**config.mk**
```make
export PLATFORM = sky130hd
export DESIGN_NAME = agu_ext
export DESIGN_NICKNAME = d
export VERILOG_FILES = /design/src/rtl/agu_ext_pkg.sv /design/src/rtl/bitrev_adder.sv /design/src/rtl/agu_ext.sv
export SDC_FILE = /design/constraint.sdc
export NUM_CORES = 1
export LEC_CHECK = 0
export ABC_AREA = 1
export BUFFER_PORTS_ARGS = -buffer_cell sky130_fd_sc_hd__clkbuf_2
export CAP_MARGIN = 0
export CORE_UTILIZATION = 55
export CTS_BUF_LIST = sky130_fd_sc_hd__clkbuf_8
export CTS_CLUSTER_SIZE = 28
export DETAILED_ROUTE_END_ITERATION = 6
export HOLD_SLACK_MARGIN = 0.12
export PLACE_DENSITY = 0.78
export SLEW_MARGIN = 20
export SYNTH_ARGS = -nofsm -noshare
export SYNTH_HDL_FRONTEND = slang
export SYNTH_SLANG_ARGS = --single-unit
```
**constraint.sdc**
```tcl
create_clock -name mclk -period 8.8 [get_ports mclk]
set_clock_uncertainty 0.15 [all_clocks]
set_input_delay 0.44 -clock mclk [delete_from_list [all_inputs] [get_ports mclk]]
set_output_delay 0.44 -clock mclk [all_outputs]
set_load 0.05 [all_outputs]
```
**src/rtl/agu_ext_pkg.sv**
```systemverilog
// package for the address-generation extensions: control fields, address
// widths, instruction classes and the pipeline-facing carriers.
// assumes a single core clock domain; no timing constants are needed.
package agu_ext_pkg;

	// ----------------------------------------------------------------
	// control register fields and reset values
	// ----------------------------------------------------------------
	localparam int          BITREV_EN_BIT      = 15;              // enable bit in bitrev control
	localparam int          PIVOT_MSB          = 14;              // pivot field top bit
	localparam int          PTR_SEL_LSB        = 8;               // pointer select in mode control
	localparam int          PTR_SEL_MSB        = 11;
	localparam logic [3:0]  PTR_SEL_NONE       = 4'hF;            // pointer 15: reversal off
	localparam int          VIS_EN_BIT         = 2;               // visibility enable in core control
	localparam int          CFG_SPACE_BIT      = 7;               // table page config select bit
	localparam logic [15:0] BITREV_CTRL_RESET  = 16'h0000;
	localparam logic [15:0] MODE_CTRL_RESET    = 16'h0FFF;
	localparam logic [15:0] CORE_CTRL_RESET    = 16'h0000;
	localparam logic [7:0]  TABLE_PAGE_RESET   = 8'h00;
	localparam logic [7:0]  VIS_PAGE_RESET     = 8'h00;

	// ----------------------------------------------------------------
	// register port offsets (word offsets on the plain port)
	// ----------------------------------------------------------------
	localparam logic [3:0]  OFS_BITREV_CTRL    = 4'h0;
	localparam logic [3:0]  OFS_MODE_CTRL      = 4'h1;
	localparam logic [3:0]  OFS_CORE_CTRL      = 4'h2;
	localparam logic [3:0]  OFS_TABLE_PAGE     = 4'h3;
	localparam logic [3:0]  OFS_VIS_PAGE       = 4'h4;
	localparam logic [3:0]  OFS_STATUS         = 4'h5;

	// ----------------------------------------------------------------
	// extra cycle counts for visibility accesses, and the program counter step
	// ----------------------------------------------------------------
	localparam logic [1:0]  VIS_EXTRA_MOVE     = 2'h1;
	localparam logic [1:0]  VIS_EXTRA_OTHER    = 2'h2;
	localparam logic [1:0]  VIS_EXTRA_REPEAT   = 2'h0;
	localparam logic [23:0] PC_STEP            = 24'h000002;

	// ----------------------------------------------------------------
	// enumerations
	// ----------------------------------------------------------------
	typedef enum logic [2:0] {
		AM_DIRECT    = 3'b000,
		AM_INDIRECT  = 3'b001,
		AM_POST_INC  = 3'b010,
		AM_PRE_INC   = 3'b011,
		AM_POST_DEC  = 3'b100,
		AM_PRE_DEC   = 3'b101,
		AM_OFFSET    = 3'b110
	} addr_mode_t;

	typedef enum logic [2:0] {
		TOP_NONE       = 3'b000,
		TOP_READ_LOW   = 3'b001,
		TOP_READ_HIGH  = 3'b010,
		TOP_WRITE_LOW  = 3'b011,
		TOP_WRITE_HIGH = 3'b100
	} table_op_t;

	typedef enum logic [1:0] {
		ST_IDLE  = 2'b00,
		ST_STALL = 2'b01
	} stall_state_t;

	// ----------------------------------------------------------------
	// carriers
	// ----------------------------------------------------------------
	typedef struct packed {
		logic        valid;      // write access present
		logic [3:0]  ptr_idx;    // pointer register number
		logic [15:0] ptr_val;    // pointer value
		addr_mode_t  mode;       // addressing mode
		logic [15:0] offset;     // normal mode increment (signed)
		logic        byte_op;    // byte sized write
	} xw_req_t;

	typedef struct packed {
		logic        valid;
		table_op_t   op;
		logic [15:0] ea;
		logic        byte_op;
	} tbl_req_t;

	typedef struct packed {
		logic        valid;      // data read issued
		logic [15:0] ea;
		logic        is_move;    // plain or double move instruction
		logic        in_repeat;  // inside a repeat loop
		logic        rpt_edge;   // first/last/interrupt exit/re-entry iteration
	} rd_req_t;

endpackage : agu_ext_pkg

```
**src/rtl/bitrev_adder.sv**
```systemverilog
// reverse-carry adder used by the bit-reversed write address path.
// purely combinational; caller registers the result.
`timescale 1ns/1ps

module bitrev_adder #(
	parameter int W = 16
) (
	a,
	b,
	sum
);
	input  wire logic [W-1:0] a;   // pointer
	input  wire logic [W-1:0] b;   // scaled pivot
	output      logic [W-1:0] sum; // reverse-carry sum

	// ----------------------------------------------------------------
	// carry ripples from msb down to lsb
	// ----------------------------------------------------------------
	always_comb begin
		logic c;
		c = 1'b0;
		for (int i = W - 1; i >= 0; i--) begin
			sum[i] = a[i] ^ b[i] ^ c;
			c      = (a[i] & b[i]) | (c & (a[i] ^ b[i]));
		end
	end

endmodule // bitrev_adder

```
**src/rtl/agu_ext.sv**
```systemverilog
// address-generation extensions: bit-reversed x write addresses,
// table and visibility program addresses, read data steering, stall counts.
// assumes pipeline requests are synchronous to mclk, one cycle each.
//
// Decided for this implementation: strobed register access and the register offsets.
`timescale 1ns/1ps

module agu_ext (
	mclk,
	rst_n,
	reg_addr,
	reg_wdata,
	reg_wr,
	reg_rd,
	reg_rdata,
	xw_req,
	modulo_en_x,
	xw_addr,
	xw_ptr_next,
	xw_bitrev_used,
	xw_modulo_allow,
	xr_modulo_allow,
	tbl_req,
	rd_req,
	prog_addr,
	prog_cfg_space,
	prog_rd,
	prog_rdata,
	rd_data,
	vis_active,
	stall,
	pc_advance,
	pc_q_out
);
	input  wire logic                      mclk;            // core clock
	input  wire logic                      rst_n;           // async reset, low
	input  wire logic [3:0]                reg_addr;        // register offset
	input  wire logic [15:0]               reg_wdata;       // write data
	input  wire logic                      reg_wr;          // write strobe
	input  wire logic                      reg_rd;          // read strobe
	output      logic [15:0]               reg_rdata;       // read data, next cycle
	input  wire agu_ext_pkg::xw_req_t      xw_req;          // x write request
	input  wire logic                      modulo_en_x;     // modulo on for x pointer
	output      logic [15:0]               xw_addr;         // registered write ea
	output      logic [15:0]               xw_ptr_next;     // registered pointer update
	output      logic                      xw_bitrev_used;  // last write used reversal
	output      logic                      xw_modulo_allow; // modulo may act on x write
	output      logic                      xr_modulo_allow; // modulo may act on x read
	input  wire agu_ext_pkg::tbl_req_t     tbl_req;         // table operation
	input  wire agu_ext_pkg::rd_req_t      rd_req;          // data read
	output      logic [23:0]               prog_addr;       // program memory address
	output      logic                      prog_cfg_space;  // configuration memory select
	output      logic                      prog_rd;         // program fetch strobe
	input  wire logic [23:0]               prog_rdata;      // program word, same cycle as the strobe
	output      logic [15:0]               rd_data;         // steered read data
	output      logic                      vis_active;      // remapped read in flight
	output      logic                      stall;           // hold the pipeline
	input  wire logic                      pc_advance;      // step program counter
	output      logic [23:0]               pc_q_out;        // program counter

	// ----------------------------------------------------------------
	// state record
	// ----------------------------------------------------------------
	// short alias keeps the record readable
	typedef agu_ext_pkg::table_op_t table_op_t_l;
	typedef struct packed {
		logic [15:0]               bitrev_ctrl;   // enable and pivot
		logic [15:0]               mode_ctrl;     // pointer select lives here
		logic [15:0]               core_ctrl;     // visibility enable
		logic [7:0]                table_page;
		logic [7:0]                vis_page;
		logic [15:0]               rdata;
		logic [15:0]               xw_addr;
		logic [15:0]               xw_ptr;
		logic                      xw_brev;
		logic [23:0]               prog_addr;
		logic                      cfg;
		logic                      prog_rd;
		table_op_t_l               pend_op;       // table read awaiting data
		logic                      pend_byte;
		logic                      pend_bsel;
		logic                      pend_vis;      // visibility read awaiting data
		logic [15:0]               rd_data;
		agu_ext_pkg::stall_state_t st;
		logic [1:0]                extra;         // remaining stall cycles
		logic [23:0]               pc;
	} state_t;

	state_t q_q;
	state_t q_d;

	// ----------------------------------------------------------------
	// combinational helpers
	// ----------------------------------------------------------------
	logic        ptr_ok;        // pointer select not 15 and matches
	logic        brev_en;       // enable bit set
	logic        inc_mode;      // pre or post increment
	logic        brev_act;      // reversal applies to this write
	logic [15:0] pivot_bytes;   // pivot scaled to byte address
	logic [15:0] brev_sum;      // reverse-carry sum
	logic        tbl_busy;      // table op in this or pending cycle
	logic        vis_hit;       // remap this read

	assign pivot_bytes = {q_q.bitrev_ctrl[agu_ext_pkg::PIVOT_MSB:0], 1'b0};

	assign ptr_ok   = (q_q.mode_ctrl[agu_ext_pkg::PTR_SEL_MSB:agu_ext_pkg::PTR_SEL_LSB]
	                   != agu_ext_pkg::PTR_SEL_NONE)
	               && (q_q.mode_ctrl[agu_ext_pkg::PTR_SEL_MSB:agu_ext_pkg::PTR_SEL_LSB]
	                   == xw_req.ptr_idx);
	assign brev_en  = q_q.bitrev_ctrl[agu_ext_pkg::BITREV_EN_BIT];
	assign inc_mode = (xw_req.mode == agu_ext_pkg::AM_PRE_INC) || (xw_req.mode == agu_ext_pkg::AM_POST_INC);
	assign brev_act = xw_req.valid && ptr_ok && brev_en && inc_mode && !xw_req.byte_op;

	assign xw_modulo_allow = modulo_en_x && !(ptr_ok && brev_en);
	assign xr_modulo_allow = modulo_en_x;

	bitrev_adder #(
		.W(16)
	) u_adder (
		.a   (xw_req.ptr_val),
		.b   (pivot_bytes),
		.sum (brev_sum)
	);

	assign tbl_busy = (tbl_req.valid && tbl_req.op != agu_ext_pkg::TOP_NONE)
	               || (q_q.pend_op != agu_ext_pkg::TOP_NONE);
	assign vis_hit  = rd_req.valid && rd_req.ea[15] && q_q.core_ctrl[agu_ext_pkg::VIS_EN_BIT] && !tbl_busy;

	// ----------------------------------------------------------------
	// next state
	// ----------------------------------------------------------------
	always_comb begin
		logic [15:0] nrm_addr;
		logic [15:0] nrm_ptr;
		logic [15:0] word;
		q_d      = q_q;
		nrm_addr = 16'h0000;
		nrm_ptr  = 16'h0000;
		word     = 16'h0000;
		q_d.prog_rd = 1'b0;
		q_d.pend_op = agu_ext_pkg::TOP_NONE;
		q_d.pend_vis = 1'b0;

		// register writes
		if (reg_wr) begin
			if (reg_addr == agu_ext_pkg::OFS_BITREV_CTRL) begin
				q_d.bitrev_ctrl = reg_wdata;
			end else if (reg_addr == agu_ext_pkg::OFS_MODE_CTRL) begin
				q_d.mode_ctrl = reg_wdata;
			end else if (reg_addr == agu_ext_pkg::OFS_CORE_CTRL) begin
				q_d.core_ctrl = reg_wdata;
			end else if (reg_addr == agu_ext_pkg::OFS_TABLE_PAGE) begin
				q_d.table_page = reg_wdata[7:0];
			end else if (reg_addr == agu_ext_pkg::OFS_VIS_PAGE) begin
				q_d.vis_page = reg_wdata[7:0];
			end
		end

		// register reads, unmapped reads zero
		if (reg_rd) begin
			if (reg_addr == agu_ext_pkg::OFS_BITREV_CTRL) begin
				q_d.rdata = q_q.bitrev_ctrl;
			end else if (reg_addr == agu_ext_pkg::OFS_MODE_CTRL) begin
				q_d.rdata = q_q.mode_ctrl;
			end else if (reg_addr == agu_ext_pkg::OFS_CORE_CTRL) begin
				q_d.rdata = q_q.core_ctrl;
			end else if (reg_addr == agu_ext_pkg::OFS_TABLE_PAGE) begin
				q_d.rdata = {8'h00, q_q.table_page};
			end else if (reg_addr == agu_ext_pkg::OFS_VIS_PAGE) begin
				q_d.rdata = {8'h00, q_q.vis_page};
			end else if (reg_addr == agu_ext_pkg::OFS_STATUS) begin
				q_d.rdata = {12'h000, q_q.st == agu_ext_pkg::ST_STALL, q_q.pend_vis,
				             q_q.cfg, q_q.xw_brev};
			end else begin
				q_d.rdata = 16'h0000;
			end
		end

		// x write address generation
		if (xw_req.valid) begin
			nrm_ptr  = xw_req.ptr_val + xw_req.offset;
			nrm_addr = (xw_req.mode == agu_ext_pkg::AM_PRE_INC || xw_req.mode == agu_ext_pkg::AM_PRE_DEC)
			           ? nrm_ptr : xw_req.ptr_val;
			if (brev_act) begin
				q_d.xw_ptr  = {brev_sum[15:1], 1'b0};
				q_d.xw_addr = (xw_req.mode == agu_ext_pkg::AM_PRE_INC) ? {brev_sum[15:1], 1'b0}
				              : {xw_req.ptr_val[15:1], 1'b0};
				q_d.xw_brev = 1'b1;
			end else begin
				q_d.xw_ptr  = (xw_req.mode == agu_ext_pkg::AM_DIRECT || xw_req.mode == agu_ext_pkg::AM_INDIRECT
				               || xw_req.mode == agu_ext_pkg::AM_OFFSET) ? xw_req.ptr_val : nrm_ptr;
				q_d.xw_addr = (xw_req.mode == agu_ext_pkg::AM_OFFSET) ? nrm_ptr : nrm_addr;
				q_d.xw_brev = 1'b0;
			end
		end

		// program space addressing
		if (tbl_req.valid && tbl_req.op != agu_ext_pkg::TOP_NONE) begin
			q_d.prog_addr = {q_q.table_page, tbl_req.ea};
			q_d.cfg       = q_q.table_page[agu_ext_pkg::CFG_SPACE_BIT];
			q_d.prog_rd   = (tbl_req.op == agu_ext_pkg::TOP_READ_LOW) || (tbl_req.op == agu_ext_pkg::TOP_READ_HIGH);
			q_d.pend_op   = q_d.prog_rd ? tbl_req.op : agu_ext_pkg::TOP_NONE;
			q_d.pend_byte = tbl_req.byte_op;
			q_d.pend_bsel = tbl_req.ea[0];
		end else if (vis_hit) begin
			q_d.prog_addr = {1'b0, q_q.vis_page, rd_req.ea[14:0]};
			q_d.cfg       = 1'b0;
			q_d.prog_rd   = 1'b1;
			q_d.pend_vis  = 1'b1;
		end

		// read data steering
		word = prog_rdata[15:0];
		if (q_q.pend_op == agu_ext_pkg::TOP_READ_LOW) begin
			if (!q_q.pend_byte) begin
				q_d.rd_data = word;
			end else if (q_q.pend_bsel) begin
				q_d.rd_data = {8'h00, word[15:8]};
			end else begin
				q_d.rd_data = {8'h00, word[7:0]};
			end
		end else if (q_q.pend_op == agu_ext_pkg::TOP_READ_HIGH) begin
			if (q_q.pend_byte && q_q.pend_bsel) begin
				q_d.rd_data = 16'h0000;
			end else begin
				q_d.rd_data = {8'h00, prog_rdata[23:16]};
			end
		end else if (q_q.pend_vis) begin
			q_d.rd_data = word;
		end

		// stall sequencing
		case (q_q.st)
			agu_ext_pkg::ST_IDLE: begin
				if (vis_hit) begin
					if (rd_req.in_repeat && !rd_req.rpt_edge) begin
						q_d.extra = agu_ext_pkg::VIS_EXTRA_REPEAT;
					end else if (rd_req.in_repeat || !rd_req.is_move) begin
						q_d.extra = agu_ext_pkg::VIS_EXTRA_OTHER;
					end else begin
						q_d.extra = agu_ext_pkg::VIS_EXTRA_MOVE;
					end
					q_d.st = (q_d.extra != 2'h0) ? agu_ext_pkg::ST_STALL : agu_ext_pkg::ST_IDLE;
				end
			end
			agu_ext_pkg::ST_STALL: begin
				q_d.extra = q_q.extra - 2'h1;
				if (q_q.extra == 2'h1) begin
					q_d.st = agu_ext_pkg::ST_IDLE;
				end
			end
			default: begin
				q_d.st = agu_ext_pkg::ST_IDLE;
			end
		endcase

		if (pc_advance) begin
			q_d.pc = q_q.pc + agu_ext_pkg::PC_STEP;
		end
	end

	// ----------------------------------------------------------------
	// state register
	// ----------------------------------------------------------------
	always_ff @(posedge mclk or negedge rst_n) begin
		if (!rst_n) begin
			q_q             <= '0;
			q_q.bitrev_ctrl <= agu_ext_pkg::BITREV_CTRL_RESET;
			q_q.mode_ctrl   <= agu_ext_pkg::MODE_CTRL_RESET;
			q_q.core_ctrl   <= agu_ext_pkg::CORE_CTRL_RESET;
			q_q.table_page  <= agu_ext_pkg::TABLE_PAGE_RESET;
			q_q.vis_page    <= agu_ext_pkg::VIS_PAGE_RESET;
			q_q.pend_op     <= agu_ext_pkg::TOP_NONE;
			q_q.st          <= agu_ext_pkg::ST_IDLE;
		end else begin
			q_q <= q_d;
		end
	end

	// ----------------------------------------------------------------
	// outputs
	// ----------------------------------------------------------------
	assign reg_rdata      = q_q.rdata;
	assign xw_addr        = q_q.xw_addr;
	assign xw_ptr_next    = q_q.xw_ptr;
	assign xw_bitrev_used = q_q.xw_brev;
	assign prog_addr      = q_q.prog_addr;
	assign prog_cfg_space = q_q.cfg;
	assign prog_rd        = q_q.prog_rd;
	assign rd_data        = q_q.rd_data;
	assign vis_active     = q_q.pend_vis;
	// stall covers only the counted extras, the first of them in the cycle the remapped data returns
	assign stall          = (q_q.st == agu_ext_pkg::ST_STALL);
	assign pc_q_out       = q_q.pc;

endmodule // agu_ext

```
==> results of run 1 <==
-- layout make-up --
class / instances / area [µm²] / area share
Clock buffer: 17 / 234 / 0.0186
Clock inverter: 15 / 153 / 0.0121
Inverter: 122 / 458 / 0.0364
Multi-Input combinational cell: 952 / 4790 / 0.381
Sequential cell: 186 / 4670 / 0.371
Tap cell: 265 / 332 / 0.0263
Timing Repair Buffer: 319 / 1940 / 0.154
-- worst register-to-register path, cell delays in order (launching register included) --
cell and delay (ps):
dfrtp_1 420, ha_1 210, fa_1 390, fa_1 410, fa_1 400, fa_1 410, fa_1 410, fa_1 390
fa_1 420, fa_1 420, fa_1 400, fa_1 390, fa_1 390, fa_1 400, fa_1 390, xnor2_1 220
nand2_1 70, o211ai_1 120, nand2_1 60, nand2_1 60
-- logic make-up after synthesis --
kind of cell | share of synthesized area
AO/OA/AOI/OAI | 0.0989
XOR/XNOR | 0.0223
adder cells (fa/ha/maj) | 0.0460
buffers and inverters | 0.139
flip-flops | 0.425
multiplexers | 0.00182
other | 0.000341
AND/OR/NAND/NOR | 0.266
-- stage by stage --
step                 util  hold slack, ps  std cells  power, µW  instance area [µm²]
floorplan               -           -5.59       1417       1880                11000
global placement    0.591             311       1779       1990                11500
detailed placement  0.591             316       1779       2010                11500
CTS                 0.644             126       1876       2620                12600
global route        0.644             153       1876       2770                12600
finish              0.644             141       1876       2620                12600
-- cells in the mapped netlist, types with 3 or more instances --
| cell | n | share of area |
|---|---|---|
| a21boi_0 | 6 | 0.0041 |
| a21oi_1 | 42 | 0.019 |
| a21oi_2 | 3 | 0.0024 |
| a41oi_1 | 14 | 0.011 |
| buf_2 | 12 | 0.0055 |
| buf_4 | 115 | 0.079 |
| buf_6 | 3 | 0.0031 |
| clkbuf_1 | 25 | 0.0085 |
| dfrtp_1 | 174 | 0.40 |
| dfstp_2 | 12 | 0.029 |
| fa_1 | 14 | 0.025 |
| ha_1 | 18 | 0.020 |
| inv_1 | 115 | 0.039 |
| inv_2 | 7 | 0.0024 |
| nand2_1 | 449 | 0.15 |
| nand2_2 | 5 | 0.0028 |
| nand3_1 | 101 | 0.046 |
| nand4_1 | 17 | 0.0097 |
| nand4_2 | 4 | 0.0046 |
| nor2_1 | 90 | 0.031 |
| nor2_2 | 4 | 0.0023 |
| nor2_4 | 4 | 0.0041 |
| nor3_1 | 7 | 0.0032 |
| o211ai_1 | 8 | 0.0055 |
| o21ai_0 | 108 | 0.049 |
| o21ai_1 | 6 | 0.0027 |
| xnor2_1 | 13 | 0.010 |
| xor2_1 | 15 | 0.012 |
-- flip-flops by register name, indices dropped and copies added (netlist names) --
signal	cells
pc_q_out	23
q_q	56
pivot_bytes	15
brev_en	1
xw_addr	16
vis_active	1
rd_data	16
prog_addr	24
xw_ptr_next	16
xw_bitrev_used	1
reg_rdata	16
prog_rd	1
-- power groups by stage --
stage               logic [µW]  clock network (µW)  registers [µW]
detailed placement         854                   0            1160
finish                     902                 576            1150
global placement           838                   0            1150
CTS                        897                 585            1140
global route               987                 617            1160
floorplan                  759                   0            1120
-- metal layers --
metal | track usage | routed length [µm] | up-vias
met5 | 0 | 0 | -
met4 | 0.108 | 653 | 0
met3 | 0.0533 | 2070 | 50
met2 | 0.457 | 13700 | 422
met1 | 0.420 | 13200 | 4744
li1 | - | - | 4807
-- worst max path at each step --
stage                             to  slack, ps  cells past startpoint
final                     xw_addr[1]       2220                     19
after global routing      xw_addr[1]       1980                     19
after CTS                 xw_addr[1]       2280                     19
after detailed placement  xw_addr[1]       2120                     20
after global placement    xw_addr[1]       2200                     20
after floorplan           xw_addr[1]       2590                     19
-- cells in the final DEF (no fill, tap or decap), types with 3 or more instances in the layout --
cell and instances:
nor2_4 4, xor2_1 15, ha_1 18, nand4_1 17, nor3_1 7, clkbuf_8 18
clkbuf_2 248, o21ai_1 6, inv_2 7, nor2_1 90, o21ai_0 108, dlygate4sd3_1 65
a41oi_1 14, nand3_1 101, nand2_1 449, a21oi_1 42, inv_1 118, nand2_2 5
a21boi_0 6, buf_4 5, o211ai_1 8, nand4_2 4, xnor2_1 13, nor2_2 4
dfrtp_1 174, fa_1 14, inv_6 3, a21oi_2 3, clkinv_4 3, dfstp_2 12
-- repair_timing --
action | in CTS | in global routing
resized for setup | 0 | 0
setup endpoints to repair | 0 | 0
hold buffers | 65 | 0
endpoints found under the hold margin | 156 | 0
==> results.cfg, run 1 <==
[run]
maxCapViolCount = 0

[power]
p_leak_uw = 0.00659
seq_power_share = 0.437
internal_power_uw = 1540
powerDensity_nw_per_um2 = 209
combPwrFrac = 0.344
p_sw_uw = 1090
sw_frac_of_total = 0.414
irDropWorstVdd_mv = 0.128
pwr-share-clk = 0.220

[global_routing]
grt_pass1_wl_mm = 47.3
grt_use_total = 0.297
grt_max_degree = 113
antenna_found_initial = 0
grt-ovfl-total = 0
grt_pass1_vias = 9527

[clock_network]
cts_buffers = 17
clk_pin_slew_ps = 100
ctsHtreeMaxLevel = 4
insertion_delay_ps = 480
cts_setup_buffers = 0
cts-root-buf = clkbuf_8
cts.sinks = 186
cts_tree = built
cts_buffer_depth = 2

[setup_path]
crit_start = pivot_bytes[15]
crit_path_start_kind = flip-flop
critPathRequiredTime_ps = 9050
reg2reg_to = xw_addr[1]
cp_top_family = adder cells
reg2reg_slack_ps = 2220
path_common_cell = fa_1
cp_max_fo = 3
path_cells = ha_1 > fa_1 > fa_1 > fa_1 > fa_1 > fa_1 > fa_1 > fa_1 > fa_1 > fa_1 > fa_1 > fa_1 > fa_1 > fa_1 > xnor2_1 > nand2_1 > o211ai_1 > nand2_1 > nand2_1
crit_slowest_cell = dfrtp_1
r2r_start = pivot_bytes[15]
arrival_ps = 6830
crit_type = flip-flop to flip-flop
critPathCaptureType = flip-flop
r2r_cells = 19
slowest_delay_ps = 420
cp_num_buf_inv = 0

[worst_hold_path]
holdPathStages = 3
min_path_type = primary input to flip-flop
hold_start = reg_wdata[12]
holdPathEnd = q_q[153]

[yosys]
ys_warn_count = 0
ys_seq_area_frac = 0.425
syn_avg_cell_area_um2 = 7.76
ys_ff_latch = 186
synth-edff-count = 0
async_flop_share = 1.00
synth_cell_types = 44
synth_top_flop_cell = dfrtp_1
synthesis.area_um2 = 11000
synth_cells = 1416

[routing]
remaining_drc_errors = 0
wl_per_cell_um = 15.8
num_vias = 10000
ant_nets = 0
wl_mm = 29.7
routed_via_density = 5.34
firstDrtPassIters = 5
drt-initial-drc-count = 765

[cells_and_area]
nFillCells = 1723
diodes = 0
drive_above_1_share = 0.204
final_nets = 1762
areaGrowthSynthToFinish_pct = 14.5

[die]
dieArea_um2 = 20600
initial_core_util = 0.563
pin_count = 251
die_x_um = 143
core-area_um2 = 19500
die_y_um = 143
row_count = 51

[timing]
slew_headroom = 0.350
max_freq_ghz = 0.152
worst_slack_ps = 2220
finalHoldViolCount = 0
slew_violations = 0
tightest_slew_ps = 972
fin_crit_sh = 0.748
rsz0062_at_grt = no
totalNegativeSetupSlack_ps = 0
min_period_ps = 6580
setup_viol = 0

[placed_design]
numPortBuffers = 249
gp_congestion = 0.917
place_ws_ps = 2120
dp_hpwl_mm = 20.8

[run_status]
outcome = complete, no violations
Power figures use the tool's default switching activity.
==> run 2: changes to the inputs <==
ABC_AREA = 0   (was 1)
CORE_UTILIZATION = 51   (was 55)
PLACE_DENSITY = 0.77   (was 0.78)
clock period = 5.3 ns   (was 8.8 ns; I/O delays follow)
==> results.cfg, run 2 <==
[timing]
slew_headroom = 0.249
fin_crit_sh = 1.15
setup_viol = 6
finalHoldViolCount = 0
slew_violations = 0
rsz0062_at_grt = yes
max_freq_ghz = 0.164
worst_slack_ps = -807
min_period_ps = 6110
tightest_slew_ps = 1120

[yosys]
ys_ff_latch = 186
async_flop_share = 1.00
synth-edff-count = 0
synth_common_cells = 174 x dfrtp_1, 114 x buf_4, 100 x nand2_1, 67 x mux2_2, 64 x nor2_1
ys_warn_count = 0
synth_cells = 1025
synth_top_flop_cell = dfrtp_1
yosys-top-cells-area = dfrtp_1 41%, buf_4 8.1%, mux2_2 7.2%, mux2i_1 4.7%, nand2_1 3.6%
yosysTopAreaCellShare = 0.414
synth_largest_area_cell = dfrtp_1
syn_avg_cell_area_um2 = 10.3
yosysMostFrequentCell = dfrtp_1
synth_cell_types = 66
synthesis.area_um2 = 10500
ys_seq_area_frac = 0.444

[global_routing]
grt_pass1_wl_mm = 45.5
antenna_found_initial = 2
grt-ovfl-total = 0
grt_use_total = 0.272
grt_pass1_vias = 8901
grt_max_degree = 100

[routing]
remaining_drc_errors = 0
wl_per_cell_um = 18.3
routed_via_density = 5.62
ant_nets = 0
firstDrtPassIters = 6
drt-initial-drc-count = 694
wl_mm = 28.2
num_vias = 8663

[die]
row_count = 52
die_y_um = 146
dieArea_um2 = 21200
die_x_um = 146
core-area_um2 = 20200
pin_count = 251
initial_core_util = 0.520

[setup_path]
crit_start = pivot_bytes[15]
cp_num_buf_inv = 1
r2r_start = pivot_bytes[15]
critPathCaptureType = flip-flop
critPathRequiredTime_ps = 5450
cp_max_fo = 3
r2r_cells = 19
cp_num_cells = 19
reg2reg_to = xw_ptr_next[1]
crit_path_start_kind = flip-flop
path_common_cell = fa_2
reg2reg_slack_ps = -810
endpoint = xw_ptr_next[1]
arrival_ps = 6260
crit_slowest_cell = dfrtp_1
path_cells = ha_2 > fa_2 > fa_2 > fa_2 > fa_2 > fa_2 > fa_2 > fa_2 > fa_2 > fa_2 > fa_2 > fa_2 > fa_2 > fa_2 > xor2_2 > buf_4 > nor2_2 > o21ai_1 > a31oi_1
cp_top_family = adder cells
crit_type = flip-flop to flip-flop
slowest_delay_ps = 390

[placed_design]
gp_congestion = 0.914
dp_hpwl_mm = 18.7
numPortBuffers = 249
place_ws_ps = -790

[power]
seq_power_share = 0.435
p_sw_uw = 1760
fin_total_pwr_uw = 4390
powerDensity_nw_per_um2 = 347
combPwrFrac = 0.362
pwr-share-clk = 0.203
internal_power_uw = 2630
irDropWorstVdd_mv = 0.316
sw_frac_of_total = 0.401
p_leak_uw = 0.00603

[clock_network]
cts-root-buf = clkbuf_8
cts_setup_buffers = 0
insertion_delay_ps = 470
cts.sinks = 186
cts_buffers = 17
cts_tree = built
ctsHtreeMaxLevel = 4
clk_pin_slew_ps = 100
cts_buffer_depth = 2

[cells_and_area]
layout_common_cells = 248 x clkbuf_2, 174 x dfrtp_1, 106 x dlygate4sd3_1
top_register = q_q
final_common_cell = clkbuf_2
multiInputGateArea_um2 = 4780
nFillCells = 1635
largest_reg_flops = 56
drive_above_1_share = 0.318
final_nets = 1421
final_core_utilization = 0.625
register_area_um2 = 4670
areaGrowthSynthToFinish_pct = 20.3

[run_status]
outcome = complete, but fails checks
violations = setup timing

[run]
maxCapViolCount = 0

[worst_hold_path]
min_path_type = primary input to flip-flop
==> run 2: changes by cell type in the layout (fill, tap and decap cells not counted), sizes merged, moves of 15 or more <==
cell | previous run | this run
xnor2 | 13 | 28
dlygate4sd3 | 65 | 106
o21ai | 114 | 57
a21oi | 45 | 62
nand2 | 454 | 102
inv | 129 | 23
nand3 | 103 | 16
nor2 | 98 | 67
mux2i | 2 | 49
mux2 | 0 | 67
nand4 | 21 | 3
==> run 2: cells by family after synthesis <==
kind of cell	Yosys count	synth area share
muxes	116	0.118
xor gates and xnor gates	41	0.0342
other	1	0.000357
and+or+nand+nor	252	0.113
buffers and inverters	179	0.108
AOI/OAI and AO/OA	218	0.134
DFF	186	0.444
adders and majority gates	32	0.0481
==> run 2: how the worst min path moves through the flow <==
stage / startpoint / cells past startpoint / to
2_1_floorplan: rst_n / 0 / brev_en
3_3_place_gp: rst_n / 1 / rd_data[2]
3_5_place_dp: rst_n / 1 / rd_data[2]
4_1_cts: xw_req[33] / 4 / xw_ptr_next[13]
5_1_grt: xw_req[33] / 4 / xw_ptr_next[13]
6_report: xw_req[33] / 4 / xw_ptr_next[13]
==> run 2: routing by layer <==
layer | track usage | up-vias | part of all wire
met3 | 0.0611 | 95 | 0.058
met2 | 0.450 | 383 | 0.49
met5 | 0 | - | 0
met1 | 0.334 | 4200 | 0.41
li1 | - | 3985 | -
met4 | 0.138 | 0 | 0.041
==> run 2: worst min-delay path, stage by stage <==
cell and delay, ps:
clkbuf_2 110, buf_4 140, mux2i_1 110, a21oi_1 90
==> run 2: power by group through the flow <==
stage               clock network, µW  registers [µW]  logic [µW]
CTS                               905            1900        1570
global placement                    0            1920        1450
detailed placement                  0            1930        1490
global route                      965            1940        1700
floorplan                           0            1870        1300
finish                            890            1910        1590
==> run 2: area by class of cell <==
type	count	share of cell area
tap	270	0.0267
inverter	22	0.00653
sequential	186	0.369
timing repair buffer	369	0.191
clock inverter	13	0.00831
antenna	2	0.000396
clock buffer	18	0.0196
multi-input combinational	661	0.378
==> run 2: per-stage QoR <==
stage | hold slack (ps) | TNS (ps) | cells | instance area [µm²]
after global routing | 148 | -4550 | 1541 | 12700
after floorplan | -181 | -1790 | 1026 | 10600
final | 137 | -3570 | 1541 | 12700
after detailed placement | 294 | -3370 | 1402 | 11200
after CTS | 125 | -3470 | 1539 | 12600
after global placement | 273 | -3030 | 1402 | 11200
==> run 2: timing repair <==
action / 4_1_cts / 5_1_grt
hold buffers: 106 / 0
resized for setup: 4 / 2
setup endpoints to repair: 7 / 7
pin swaps: 2 / 2
hold endpoints to repair: 224 / 0
